**src/rtl/tps_pkg.sv**
```systemverilog
// Package of the travel profile sequencer: register map, field layout, timing constants.
// Assumes a 50 MHz system clock and a single AHB-Lite slave port.
package tps_pkg;

    // ==========================================================
    // Profile store
    localparam int          NUM_PROFILES  = 7;
    // Position gives up its top bit so that a profile still fits one bus word.
    localparam int          POS_W         = 15;
    localparam int          SPEED_W       = 7;
    localparam int          DWELL_W       = 7;
    localparam logic [6:0]  SPEED_MAX     = 7'h64;
    localparam logic [6:0]  DWELL_MAX     = 7'h64;

    // ==========================================================
    // Timing
    localparam int          CLK_HZ        = 50000000;
    localparam int          DWELL_STEP_MS = 100;
    localparam int          TICK_CYCLES   = CLK_HZ / 1000 * DWELL_STEP_MS;
    // Arrival is ignored this long after a move starts, so a stale at-target level is not taken.
    localparam int          ARRIVE_BLANK  = 6;

    // ==========================================================
    // Register byte offsets
    localparam logic [7:0]  ADDR_CTRL     = 8'h00;
    localparam logic [7:0]  ADDR_STATUS   = 8'h04;
    localparam logic [7:0]  ADDR_SELECT   = 8'h08;
    localparam logic [7:0]  ADDR_PROF0    = 8'h10;
    localparam logic [7:0]  ADDR_PROF_END = 8'h28;

    // Control register bits.
    localparam int          CTRL_DIRECT   = 0;
    localparam int          CTRL_START    = 1;
    localparam int          CTRL_STOP     = 2;
    localparam int          CTRL_FRONT    = 3;
    localparam int          CTRL_FIELDBUS = 4;

    // Profile register layout.
    localparam int          PF_POS_LSB    = 0;
    localparam int          PF_SPD_LSB    = 15;
    localparam int          PF_DWL_LSB    = 22;
    localparam int          PF_REACHED    = 30;
    localparam int          PF_HOLD       = 31;
    localparam int          PF_SEQEND     = 29;

    localparam logic [31:0] PROF_RESET    = 32'h0000_0000;
    localparam logic [2:0]  SEL_RESET     = 3'h1;

    typedef struct packed {
        logic               hold;
        logic               reached;
        logic               seqEnd;
        logic [DWELL_W-1:0] dwell;
        logic [SPEED_W-1:0] speed;
        logic [POS_W-1:0]   pos;
    } tps_profile_s;

    typedef enum logic [3:0] {
        ST_IDLE  = 4'b0001,
        ST_MOVE  = 4'b0010,
        ST_DWELL = 4'b0100,
        ST_HOLD  = 4'b1000
    } tps_state_e;

endpackage

```
**src/rtl/tps_sync.sv**
```systemverilog
// Two-flop synchroniser for one asynchronous level.
// Assumes the destination clock is clk.
`timescale 1ns/1ps
`default_nettype none
module tps_sync (
    // Clock and reset
    input  wire logic clk,
    input  wire logic rst_b,
    // Data
    input  wire logic asyncIn,
    output logic      syncOut
);
    logic meta_q;

    always_ff @(posedge clk or negedge rst_b) begin
        if (!rst_b) begin
            meta_q  <= 1'b0;
            syncOut <= 1'b0;
        end else begin
            meta_q  <= asyncIn;
            syncOut <= meta_q;
        end
    end
endmodule
`default_nettype wire

```
**src/rtl/tps_dwell.sv**
```systemverilog
// Dwell timer: counts 0.1 s ticks down from a loaded value.
// Assumes clkEn gates all state and load is a one-cycle pulse.
`timescale 1ns/1ps
`default_nettype none
module tps_dwell
    import tps_pkg::*;
#(
    parameter int TICK = TICK_CYCLES
) (
    // Clock and reset
    input  wire logic               clk,
    input  wire logic               rst_b,
    input  wire logic               clkEn,
    // Control
    input  wire logic               load,
    input  wire logic               run,
    input  wire logic [DWELL_W-1:0] dwell,
    output logic                    done
);
    logic [31:0]        tick_q;
    logic [DWELL_W-1:0] left_q;
    wire                tickWrap = (tick_q == 32'(TICK - 1));

    // ==========================================================
    // Counting
    always_ff @(posedge clk or negedge rst_b) begin
        if (!rst_b) begin
            tick_q <= '0;
            left_q <= '0;
        end else if (clkEn) begin
            if (load) begin
                tick_q <= '0;
                left_q <= dwell;
            end else if (run && left_q != '0) begin
                tick_q <= tickWrap ? '0 : tick_q + 32'd1;
                if (tickWrap) begin
                    left_q <= left_q - DWELL_W'(1);
                end
            end
        end
    end

    assign done = run && !load && (left_q == '0);
endmodule
`default_nettype wire

```
**src/rtl/tps_top.sv**
```systemverilog
// Travel profile sequencer: seven stored profiles stepped in turn, AHB-Lite register access.
// Assumes the position loop reports arrival on atTarget (a pin, synchronised here).
//
// Chosen here: the AHB-Lite interface to the registers and the register addresses.
`timescale 1ns/1ps
`default_nettype none
module tps_top
    import tps_pkg::*;
#(
    parameter int TICK = TICK_CYCLES
) (
    // Clock and reset
    input  wire logic              clk,
    input  wire logic              rst_b,
    input  wire logic              clkEn,
    // AHB-Lite slave
    input  wire logic              hsel,
    input  wire logic [31:0]       haddr,
    input  wire logic [1:0]        htrans,
    input  wire logic              hwrite,
    input  wire logic [2:0]        hsize,
    input  wire logic [31:0]       hwdata,
    input  wire logic              hready,
    output logic [31:0]            hrdata,
    output logic                   hreadyout,
    output logic                   hresp,
    // Profile selection from digital inputs
    input  wire logic [2:0]        dinSelect,
    input  wire logic              dinSelStrobe,
    // Position loop
    input  wire logic              atTarget,
    output logic [POS_W-1:0]       targetPos,
    output logic [SPEED_W-1:0]     currentCap,
    output logic                   driveEnable,
    output logic                   solenoidEnable,
    output logic                   inPosition
);
    // ==========================================================
    // Pin synchronisers
    logic       atTargetS;
    logic       strobeS;
    logic [2:0] dinS;

    tps_sync uSyncTgt (.clk(clk), .rst_b(rst_b), .asyncIn(atTarget), .syncOut(atTargetS));
    tps_sync uSyncStb (.clk(clk), .rst_b(rst_b), .asyncIn(dinSelStrobe), .syncOut(strobeS));

    genvar g;
    generate
        for (g = 0; g < 3; g++) begin : gSel
            tps_sync uSyncSel (.clk(clk), .rst_b(rst_b), .asyncIn(dinSelect[g]),
                               .syncOut(dinS[g]));
        end
    endgenerate

    // ==========================================================
    // AHB-Lite address phase capture
    logic        wrPend_q;
    logic        rdPend_q;
    logic [7:0]  addr_q;
    logic        strobeD_q;

    wire  accept   = hsel && hready && htrans[1];
    wire  busWr    = wrPend_q;

    always_ff @(posedge clk or negedge rst_b) begin
        if (!rst_b) begin
            wrPend_q <= 1'b0;
            rdPend_q <= 1'b0;
            addr_q   <= '0;
        end else if (clkEn) begin
            wrPend_q <= accept && hwrite;
            rdPend_q <= accept && !hwrite;
            if (accept) begin
                addr_q <= haddr[7:0];
            end
        end
    end

    assign hreadyout = 1'b1;
    assign hresp     = 1'b0;

    function automatic logic isProf(input logic [7:0] a);
        return (a >= ADDR_PROF0) && (a <= ADDR_PROF_END) && (a[1:0] == 2'b00);
    endfunction

    function automatic logic [2:0] profIdx(input logic [7:0] a);
        logic [7:0] off;
        off = a - ADDR_PROF0;
        return off[4:2];
    endfunction

    // ==========================================================
    // Profile store
    tps_profile_s prof_q [NUM_PROFILES];
    logic [2:0]   sel_q;
    logic         direct_q;
    logic         front_q;
    logic         fieldbus_q;

    wire  wrProf   = busWr && isProf(addr_q);
    wire  [2:0] wIdx = profIdx(addr_q);
    wire  wrCtrl   = busWr && (addr_q == ADDR_CTRL);
    wire  wrSel    = busWr && (addr_q == ADDR_SELECT);
    wire  [2:0] wSel = hwdata[2:0];
    wire  selValid = (wSel != 3'h0);
    wire  directOn = wrCtrl && hwdata[CTRL_DIRECT] && !direct_q;
    wire  startCmd = wrCtrl && hwdata[CTRL_START];
    wire  stopCmd  = wrCtrl && hwdata[CTRL_STOP];
    // Fieldbus builds accept selections only from direct control or digital inputs.
    wire  busSel   = wrSel && selValid && (!fieldbus_q || direct_q);
    wire  dinSel   = strobeS && !strobeD_q && (dinS != 3'h0);
    wire  newSel   = busSel || dinSel;
    wire  [2:0] newIdx = busSel ? wSel : dinS;

    generate
        for (g = 0; g < NUM_PROFILES; g++) begin : gProf
            logic [SPEED_W-1:0] spd;
            logic [DWELL_W-1:0] dwl;
            // Out-of-range entries clip so the stored value stays a legal setting.
            assign spd = (hwdata[PF_SPD_LSB +: SPEED_W] > SPEED_MAX) ? SPEED_MAX
                       : hwdata[PF_SPD_LSB +: SPEED_W];
            assign dwl = (hwdata[PF_DWL_LSB +: DWELL_W] > DWELL_MAX) ? DWELL_MAX
                       : hwdata[PF_DWL_LSB +: DWELL_W];
            always_ff @(posedge clk or negedge rst_b) begin
                if (!rst_b) begin
                    prof_q[g] <= tps_profile_s'(PROF_RESET);
                end else if (clkEn && wrProf && wIdx == 3'(g)) begin
                    prof_q[g].pos     <= hwdata[PF_POS_LSB +: POS_W];
                    prof_q[g].speed   <= spd;
                    prof_q[g].dwell   <= dwl;
                    prof_q[g].seqEnd  <= hwdata[PF_SEQEND];
                    prof_q[g].reached <= hwdata[PF_REACHED];
                    prof_q[g].hold    <= hwdata[PF_HOLD];
                end
            end
        end
    endgenerate

    // ==========================================================
    // Sequencer
    tps_state_e   state_q;
    tps_state_e   state_d;
    logic [2:0]   cur_q;
    logic [2:0]   cur_d;
    tps_profile_s act_q;
    logic         running_q;
    logic         running_d;
    logic         dwellLoad;
    logic         dwellDone;
    logic [2:0]   blank_q;

    wire  [2:0]   nextIdx = (cur_q == 3'(NUM_PROFILES)) ? 3'h1 : cur_q + 3'h1;
    tps_profile_s curProf;
    assign curProf = prof_q[cur_q - 3'h1];

    always_comb begin
        state_d   = state_q;
        cur_d     = cur_q;
        running_d = running_q;
        dwellLoad = 1'b0;
        if (directOn) begin
            running_d = hwdata[CTRL_FRONT];
        end else if (startCmd) begin
            running_d = 1'b1;
        end
        if (stopCmd) begin
            running_d = 1'b0;
        end
        if (newSel) begin
            cur_d = newIdx;
        end
        case (state_q)
            ST_IDLE: begin
                if (running_d) begin
                    state_d = ST_MOVE;
                end
            end
            ST_MOVE: begin
                if (!running_d) begin
                    state_d = ST_IDLE;
                end else if (atTargetS && !newSel && blank_q == 3'h0) begin
                    state_d   = act_q.seqEnd ? ST_HOLD : ST_DWELL;
                    dwellLoad = !act_q.seqEnd;
                end
            end
            ST_DWELL: begin
                if (!running_d) begin
                    state_d = ST_IDLE;
                end else if (newSel) begin
                    state_d = ST_MOVE;
                end else if (dwellDone) begin
                    cur_d   = nextIdx;
                    state_d = ST_MOVE;
                end
            end
            ST_HOLD: begin
                if (!running_d) begin
                    state_d = ST_IDLE;
                end else if (newSel) begin
                    state_d = ST_MOVE;
                end
            end
            default: begin
                state_d = ST_IDLE;
            end
        endcase
    end

    tps_dwell #(.TICK(TICK)) uDwell (
        .clk   (clk),
        .rst_b (rst_b),
        .clkEn (clkEn),
        .load  (dwellLoad),
        .run   (state_q == ST_DWELL),
        .dwell (act_q.dwell),
        .done  (dwellDone)
    );

    always_ff @(posedge clk or negedge rst_b) begin
        if (!rst_b) begin
            state_q    <= ST_IDLE;
            cur_q      <= SEL_RESET;
            running_q  <= 1'b0;
            direct_q   <= 1'b0;
            front_q    <= 1'b0;
            fieldbus_q <= 1'b0;
            strobeD_q  <= 1'b0;
            blank_q    <= 3'h0;
            act_q      <= tps_profile_s'(PROF_RESET);
        end else if (clkEn) begin
            state_q   <= state_d;
            cur_q     <= cur_d;
            running_q <= running_d;
            strobeD_q <= strobeS;
            if (wrCtrl) begin
                direct_q   <= hwdata[CTRL_DIRECT];
                front_q    <= hwdata[CTRL_FRONT];
                fieldbus_q <= hwdata[CTRL_FIELDBUS];
            end
            // The active copy latches only when a move begins, so edits never disturb it.
            if (state_d == ST_MOVE && (state_q != ST_MOVE || cur_d != cur_q)) begin
                act_q   <= prof_q[cur_d - 3'h1];
                blank_q <= 3'(ARRIVE_BLANK);
            end else if (blank_q != 3'h0) begin
                blank_q <= blank_q - 3'h1;
            end
        end
    end

    // ==========================================================
    // Outputs
    logic [POS_W-1:0]   tgt_q;
    logic [SPEED_W-1:0] cap_q;
    logic               drv_q;
    logic               sol_q;
    logic               inPos_q;
    wire                arrived = (state_q == ST_DWELL) || (state_q == ST_HOLD);

    always_ff @(posedge clk or negedge rst_b) begin
        if (!rst_b) begin
            tgt_q   <= '0;
            cap_q   <= '0;
            drv_q   <= 1'b0;
            sol_q   <= 1'b0;
            inPos_q <= 1'b0;
        end else if (clkEn) begin
            tgt_q   <= act_q.pos;
            cap_q   <= act_q.speed;
            drv_q   <= (state_q != ST_IDLE);
            sol_q   <= (state_q == ST_MOVE) || (arrived && act_q.hold);
            inPos_q <= arrived && act_q.reached;
        end
    end

    assign targetPos      = tgt_q;
    assign currentCap     = cap_q;
    assign driveEnable    = drv_q;
    assign solenoidEnable = sol_q;
    assign inPosition     = inPos_q;

    // ==========================================================
    // Read data
    logic [31:0] rd_q;
    wire  [31:0] profWord = {curProf.hold, curProf.reached, curProf.seqEnd,
                             curProf.dwell, curProf.speed, curProf.pos};
    wire  [31:0] rdMux =
        (addr_q == ADDR_CTRL)   ? {27'h0, fieldbus_q, front_q, 2'b00, direct_q} :
        (addr_q == ADDR_STATUS) ? {24'h0, state_q, running_q, cur_q} :
        (addr_q == ADDR_SELECT) ? {29'h0, cur_q} :
        isProf(addr_q)          ? {prof_q[profIdx(addr_q)].hold,
                                   prof_q[profIdx(addr_q)].reached,
                                   prof_q[profIdx(addr_q)].seqEnd,
                                   prof_q[profIdx(addr_q)].dwell,
                                   prof_q[profIdx(addr_q)].speed,
                                   prof_q[profIdx(addr_q)].pos} : 32'h0;

    always_ff @(posedge clk or negedge rst_b) begin
        if (!rst_b) begin
            rd_q <= '0;
        end else if (clkEn) begin
            rd_q <= rdMux;
        end
    end

    // Data-phase read comes straight from the address captured last cycle.
    assign hrdata = rdPend_q ? rdMux : 32'h0;

    logic unusedOk;
    assign unusedOk = ^{rd_q, profWord, hsize, htrans[0], haddr[31:8]};
endmodule
`default_nettype wire

```
**config.mk**
```make
export PLATFORM = sky130hd
export DESIGN_NAME = tps_top
export DESIGN_NICKNAME = d
export VERILOG_FILES = /design/src/rtl/tps_pkg.sv /design/src/rtl/tps_sync.sv /design/src/rtl/tps_dwell.sv /design/src/rtl/tps_top.sv
export SDC_FILE = /design/constraint.sdc
export NUM_CORES = 1
export LEC_CHECK = 0
export BUFFER_PORTS_ARGS = -buffer_cell sky130_fd_sc_hd__buf_2
export CORE_MARGIN = 2
export CORE_UTILIZATION = 50
export DETAILED_ROUTE_END_ITERATION = 10
export PLACE_DENSITY_LB_ADDON = 0.15
export SYNTH_ARGS = -nofsm -noshare
export SYNTH_HDL_FRONTEND = slang
export SYNTH_SLANG_ARGS = --single-unit
```
**constraint.sdc**
```tcl
create_clock -name clk -period 6.2 [get_ports clk]
set_input_delay 0.93 -clock clk [delete_from_list [all_inputs] [get_ports clk]]
set_output_delay 0.93 -clock clk [all_outputs]
set_load 0.005 [all_outputs]
```
==> results of run 1 <==
==> through the flow <==
step | utilization | worst slack (ns) | cells | hold slack (ns) | area, um^2
after floorplan | - | 2.09 | 1815 | 0.331 | 18200
after global placement | 0.533 | 0.970 | 2286 | 0.338 | 19100
after detailed placement | 0.533 | 0.873 | 2286 | 0.338 | 19100
after CTS | 0.570 | 0.912 | 2357 | 0.358 | 20400
after global routing | 0.570 | 0.603 | 2357 | 0.366 | 20400
final | 0.570 | 0.843 | 2357 | 0.354 | 20400
==> worst min path at each step <==
stage	depth (start not counted)	to	slack [ns]
3_3_place_gp	0	gSel[1].uSyncSel.syncOut	0.34
3_5_place_dp	0	gSel[0].uSyncSel.syncOut	0.34
2_1_floorplan	0	gSel[0].uSyncSel.syncOut	0.33
5_1_grt	0	gSel[0].uSyncSel.syncOut	0.37
6_report	0	gSel[0].uSyncSel.syncOut	0.35
4_1_cts	0	gSel[1].uSyncSel.syncOut	0.36
==> per-layer routing <==
layer	GRT usage	wire length (um)	up-vias
met5	0	62	-
met4	0.0775	1350	8
met3	0.0363	2730	107
met2	0.405	22200	436
met1	0.379	22800	7046
li1	-	-	6479
==> flip-flops by register name, summed over array words and instances (netlist names), 3 cells and up <==
signal                 count
targetPos                 15
prof_q                   224
state_q                    4
uDwell.tick_q             32
gSel.uSyncSel.syncOut      3
cur_q                      3
gSel.uSyncSel.meta_q       3
addr_q                     8
act_q                     32
uDwell.left_q              7
blank_q                    3
currentCap                 7
==> power by group through the flow <==
stage / Combinational (mW) / Sequential, mW / Clock (mW)
finish: 1.55 / 2.73 / 2.39
global route: 1.69 / 2.76 / 2.52
CTS: 1.56 / 2.73 / 2.44
detailed placement: 1.55 / 2.77 / 0
global placement: 1.53 / 2.76 / 0
floorplan: 1.07 / 2.70 / 0
==> cell type report <==
type	count	area (um^2)	share of cell area
Tap cell	461	577	0.0283
Inverter	27	101	0.00497
Clock inverter	6	80.1	0.00393
Multi-Input combinational cell	1306	8710	0.427
Timing Repair Buffer	137	781	0.0383
Sequential cell	355	8890	0.436
Clock buffer	65	1250	0.0611
==> cells by family (layout without fill, tap and decap cells) <==
kind of cell             Yosys count  after routing
XOR/XNOR                          17             17
flip-flops                       355            355
AO/OA/AOI/OAI                    352            352
other                              2              2
multiplexers                     264            264
buffers and inverters            154            235
adder cells (fa/ha/maj)            8              8
AND/OR/NAND/NOR                  663            663
==> worst reg2reg max path, stage by stage (launching register included) <==
cell,delay (ns)
dfrtp_1,0.40
inv_1,0.09
ha_1,0.18
or3b_2,0.49
nor4_1,0.48
nand2_1,0.25
nor3_4,0.38
mux2_4,0.46
inv_2,0.12
ha_4,0.78
buf_4,0.77
mux2_2,0.44
a211oi_1,0.26
o31ai_1,0.10
==> cell usage in the layout (no fill, tap or decap), types with 6 or more instances in the layout <==
cell	n
a221oi_1	31
inv_1	25
nor3_1	14
nor2b_1	8
nand4_1	10
ha_1	6
nand2b_1	13
clkbuf_16	41
mux4_2	32
clkbuf_1	11
mux2i_1	67
a21oi_1	35
xnor2_1	11
a22o_1	6
nand3_1	15
o211ai_1	35
mux2_1	26
o31ai_1	38
nand2_1	443
mux2_2	136
o21ai_0	147
or3_1	12
a211oi_1	30
buf_2	107
buf_4	28
dfrtp_1	351
nor2_1	106
and3_1	8
clkbuf_8	13
==> flow_summary.ini, run 1 <==
[run_status]
outcome = finished, final reports clean

[worst_setup_path]
setup.worst_path.start_class = flip-flop
cp_top_family = simple AND/OR/NAND/NOR gates
crit_slowest_cell = ha_4
crit_fanout = 53
crit_chain = inv_1, ha_1, or3b_2, nor4_1, nand2_1, nor3_4, mux2_4, inv_2, ha_4, buf_4, mux2_2, a211oi_1, o31ai_1
timing.rr.start = uDwell.left_q[0]
cp_num_cells = 13
crit_arrival_ns = 5.74
max_stage_delay_ns = 0.78
crit_start = uDwell.left_q[0]
critPathKind = reg2reg
worst_r2r_endpoint = act_q[11]
critical_path.endpoint = act_q[11]
cp_num_buf_inv = 3
endpoint_kind = flip-flop
ff2ff_path_depth = 13
cp.required_ns = 6.58
r2r_setup_slack_ns = 0.84

[synth]
synth_ff_type = dfrtp_1
synth_area_leader_cell = dfrtp_1
syn_nets = 1902
synth-simple-area-share = 0.155
syn_inst = 1815
syn_area_um2 = 18200
async_flop_share = 1.00
synth_xor_area_frac = 0.00900
yosys-top-cells-count = 446 x nand2_1, 353 x dfrtp_1, 147 x o21ai_0, 136 x mux2_2, 106 x nor2_1
synth-compound-area-share = 0.125
yosysTopAreaCellShare = 0.485
synth_mux_area_frac = 0.179
ys_ff_latch = 355
synth_warnings = 0
seq_area_frac_synth = 0.488
syn_area_per_cell_um2 = 10.0
synthMostInstantiatedCell = nand2_1
synth_top_family_by_area = multiplexers
synth_edf_count = 0
synth_cell_types = 73
ys_top_cells_by_area = dfrtp_1 49%, nand2_1 9.2%, mux2_2 8.4%
synth_fa_ha_area_frac = 0.00536

[finish]
n_fill_cell = 3108
fin_nets = 1954
area_growth_pct = 12.0
antenna_cells = 0
drive_gt1_frac = 0.212

[power]
p_clk_frac = 0.358
pwr-share-comb = 0.233
p_switching_mw = 2.09
seq_power_share = 0.409
peakVddDrop_uv = 220
leakage_nw = 9.65
powerDensity_nw_per_um2 = 327
internal_power_mw = 4.58
p_total_mw = 6.67
swShare = 0.313

[placement]
dp_hpwl_um = 29200
place.port_buffers = 108
place_congestion = 0.836

[die]
die_area_um2 = 38000
die_h_um = 195
io_pins = 139
start_util = 0.509
die_w_um = 195
core_um2 = 35700
rows = 69

[grt]
grtUsageTotal = 0.259
grt_max_degree = 144
grt_pass1_vias = 13900
grt-ovfl-total = 0
antenna_found_initial = 4
grt_pass1_wl_um = 78200

[route]
dr.first_iter.drc_count = 998
vias = 14100
firstDrtPassIters = 6
avgViaCountPerCell = 5.97
wl_per_cell_um = 20.8
routed_wl_um = 49100
drc = 0
detail-route-antenna-nets = 0

[timing]
tns_ns = 0
hold_viol = 0
maxSlewViolCount = 0
worst_pin_slew_ns = 1.29
period_needed_ns = 5.36
rsz0062_at_grt = no
maxSlewHeadroom = 0.138
fin_skew_ns = 0.0107
finalSetupViolCount = 0
max_freq_ghz = 0.187
fin_crit_sh = 0.864

[clock_network]
cts_tree = done
cts_buffers = 40
clk_pin_slew_ns = 0.06
clockBufferDepth = 3
cts_root_buf = clkbuf_16
post_cts_buffers = 0
cts_sinks = 355
htreeDepth = 2
post_cts_resized = 0
cts_hold_buffers = 0
clk_latency_ns = 0.53

[worst_hold_path]
min_from = gSel[0].uSyncSel.meta_q
hold_path.class = reg2reg

[run]
max-cap-violations = 0
Power figures use the tool's default switching activity.
==> inputs of run 2 (changes only) <==
Settings changed: MAX_ROUTING_LAYER from default to met4.
==> flow_summary.ini, run 2 (synthesized netlist as in run 1, its figures left out) <==
[grt]
grt-ovfl-total = 0
grt_pass1_vias = 13900
antenna_found_initial = 4
grt_max_degree = 144
grtUsageTotal = 0.268
use_met2 = 0.404
busiest_layer = met2
grt_pass1_wl_um = 78300
grt.met3_usage = 0.0354
use_met1 = 0.380

[placement]
dp_hpwl_um = 29200
place_congestion = 0.849
place.port_buffers = 108
dp_slack_ns = 0.873

[route]
wl_per_cell_um = 20.9
firstDrtPassIters = 7
dr.first_iter.drc_count = 1003
routed_wl_um = 49300
drc = 0
detail-route-antenna-nets = 0
vias = 14100
avgViaCountPerCell = 5.97

[worst_hold_path]
hold_path.class = reg2reg

[timing]
tns_ns = 0
max_freq_ghz = 0.187
worst_pin_slew_ns = 1.29
finalSetupViolCount = 0
rsz0062_at_grt = no
period_needed_ns = 5.36
fin_skew_ns = 0.0115
layout_setup_ws_ns = 0.839
maxSlewViolCount = 0
maxSlewHeadroom = 0.138
hold_viol = 0
fin_crit_sh = 0.865

[clock_network]
clk_pin_slew_ns = 0.06
post_cts_buffers = 0
htreeDepth = 2
clockBufferDepth = 3
cts_hold_buffers = 0
cts_root_buf = clkbuf_16
post_cts_resized = 0
cts_tree = done
cts_buffers = 40
cts_sinks = 355
clk_latency_ns = 0.53

[finish]
most-common-layout-cells = 443 x nand2_1, 351 x dfrtp_1, 147 x o21ai_0
fin_nets = 1954
area_growth_pct = 12.0
largest-register = prof_q
reg_top3 = prof_q x224, act_q x32, uDwell.tick_q x32
drive_gt1_frac = 0.212
largest_register_ffs = 224
layout_commonest_cell = nand2_1

[die]
die_w_um = 195
die_area_um2 = 38000
start_util = 0.509
die_h_um = 195
rows = 69
io_pins = 139
core_um2 = 35700

[run_status]
outcome = finished, final reports clean

[worst_setup_path]
endpoint_kind = flip-flop
crit_arrival_ns = 5.75
critPathKind = reg2reg
setup.worst_path.start_class = flip-flop
cp.required_ns = 6.58
crit_fanout = 53

[run]
max-cap-violations = 0

[power]
leakage_nw = 9.65
powerDensity_nw_per_um2 = 328
peakVddDrop_uv = 220
run 2: where the power goes:
group          switching [mW]  internal, mW
sequential              0.179          2.55
combinational           0.973         0.580
clock                   0.946          1.45
run 2: final timing paths:
path	from	to	slack (ns)	cells past startpoint
setup / recovery	uDwell.left_q[0]	act_q[11]	0.84	13
max in group asynchronous	rst_b	prof_q[179]	4.47	2
min in group asynchronous	rst_b	uDwell.tick_q[28]	0.36	1
hold / removal	gSel[0].uSyncSel.meta_q	gSel[0].uSyncSel.syncOut	0.35	0
hold reg to reg	gSel[0].uSyncSel.meta_q	gSel[0].uSyncSel.syncOut	0.35	0
setup reg to reg	uDwell.left_q[0]	act_q[11]	0.84	13
run 2: area by class of cell:
class / count / area [um^2]
antenna: 4 / 10.0
sequential: 355 / 8890
tap: 461 / 577
inverter: 27 / 101
fill: 3105 / 15300
clock inverter: 6 / 80.1
multi-input combinational: 1306 / 8710
clock buffer: 65 / 1250
timing repair buffer: 137 / 781
run 2: worst max-delay path, cell delays in order, from the launching register on:
cell and delay (ns):
dfrtp_1 0.41, inv_1 0.09, ha_1 0.18, or3b_2 0.49
nor4_1 0.48, nand2_1 0.24, nor3_4 0.38, mux2_4 0.46
inv_2 0.12, ha_4 0.78, buf_4 0.75, mux2_2 0.41
a211oi_1 0.25, o31ai_1 0.10
run 2: routing by layer:
metal	share of wire	vias to the layer above	wire (um)
li1	-	6490	-
met3	0.056	102	2750
met4	0.025	0	1240
met2	0.45	418	22400
met5	0	-	0
met1	0.46	7079	22900
run 2: per-stage QoR:
step / hold slack, ns / area, um^2 / std cells / util / total power, mW
2_1_floorplan: 0.331 / 18200 / 1815 / - / 3.76
3_3_place_gp: 0.338 / 19100 / 2286 / 0.533 / 4.29
3_5_place_dp: 0.338 / 19100 / 2286 / 0.533 / 4.32
4_1_cts: 0.358 / 20400 / 2357 / 0.570 / 6.72
5_1_grt: 0.366 / 20400 / 2361 / 0.571 / 6.97
6_report: 0.354 / 20400 / 2361 / 0.571 / 6.68
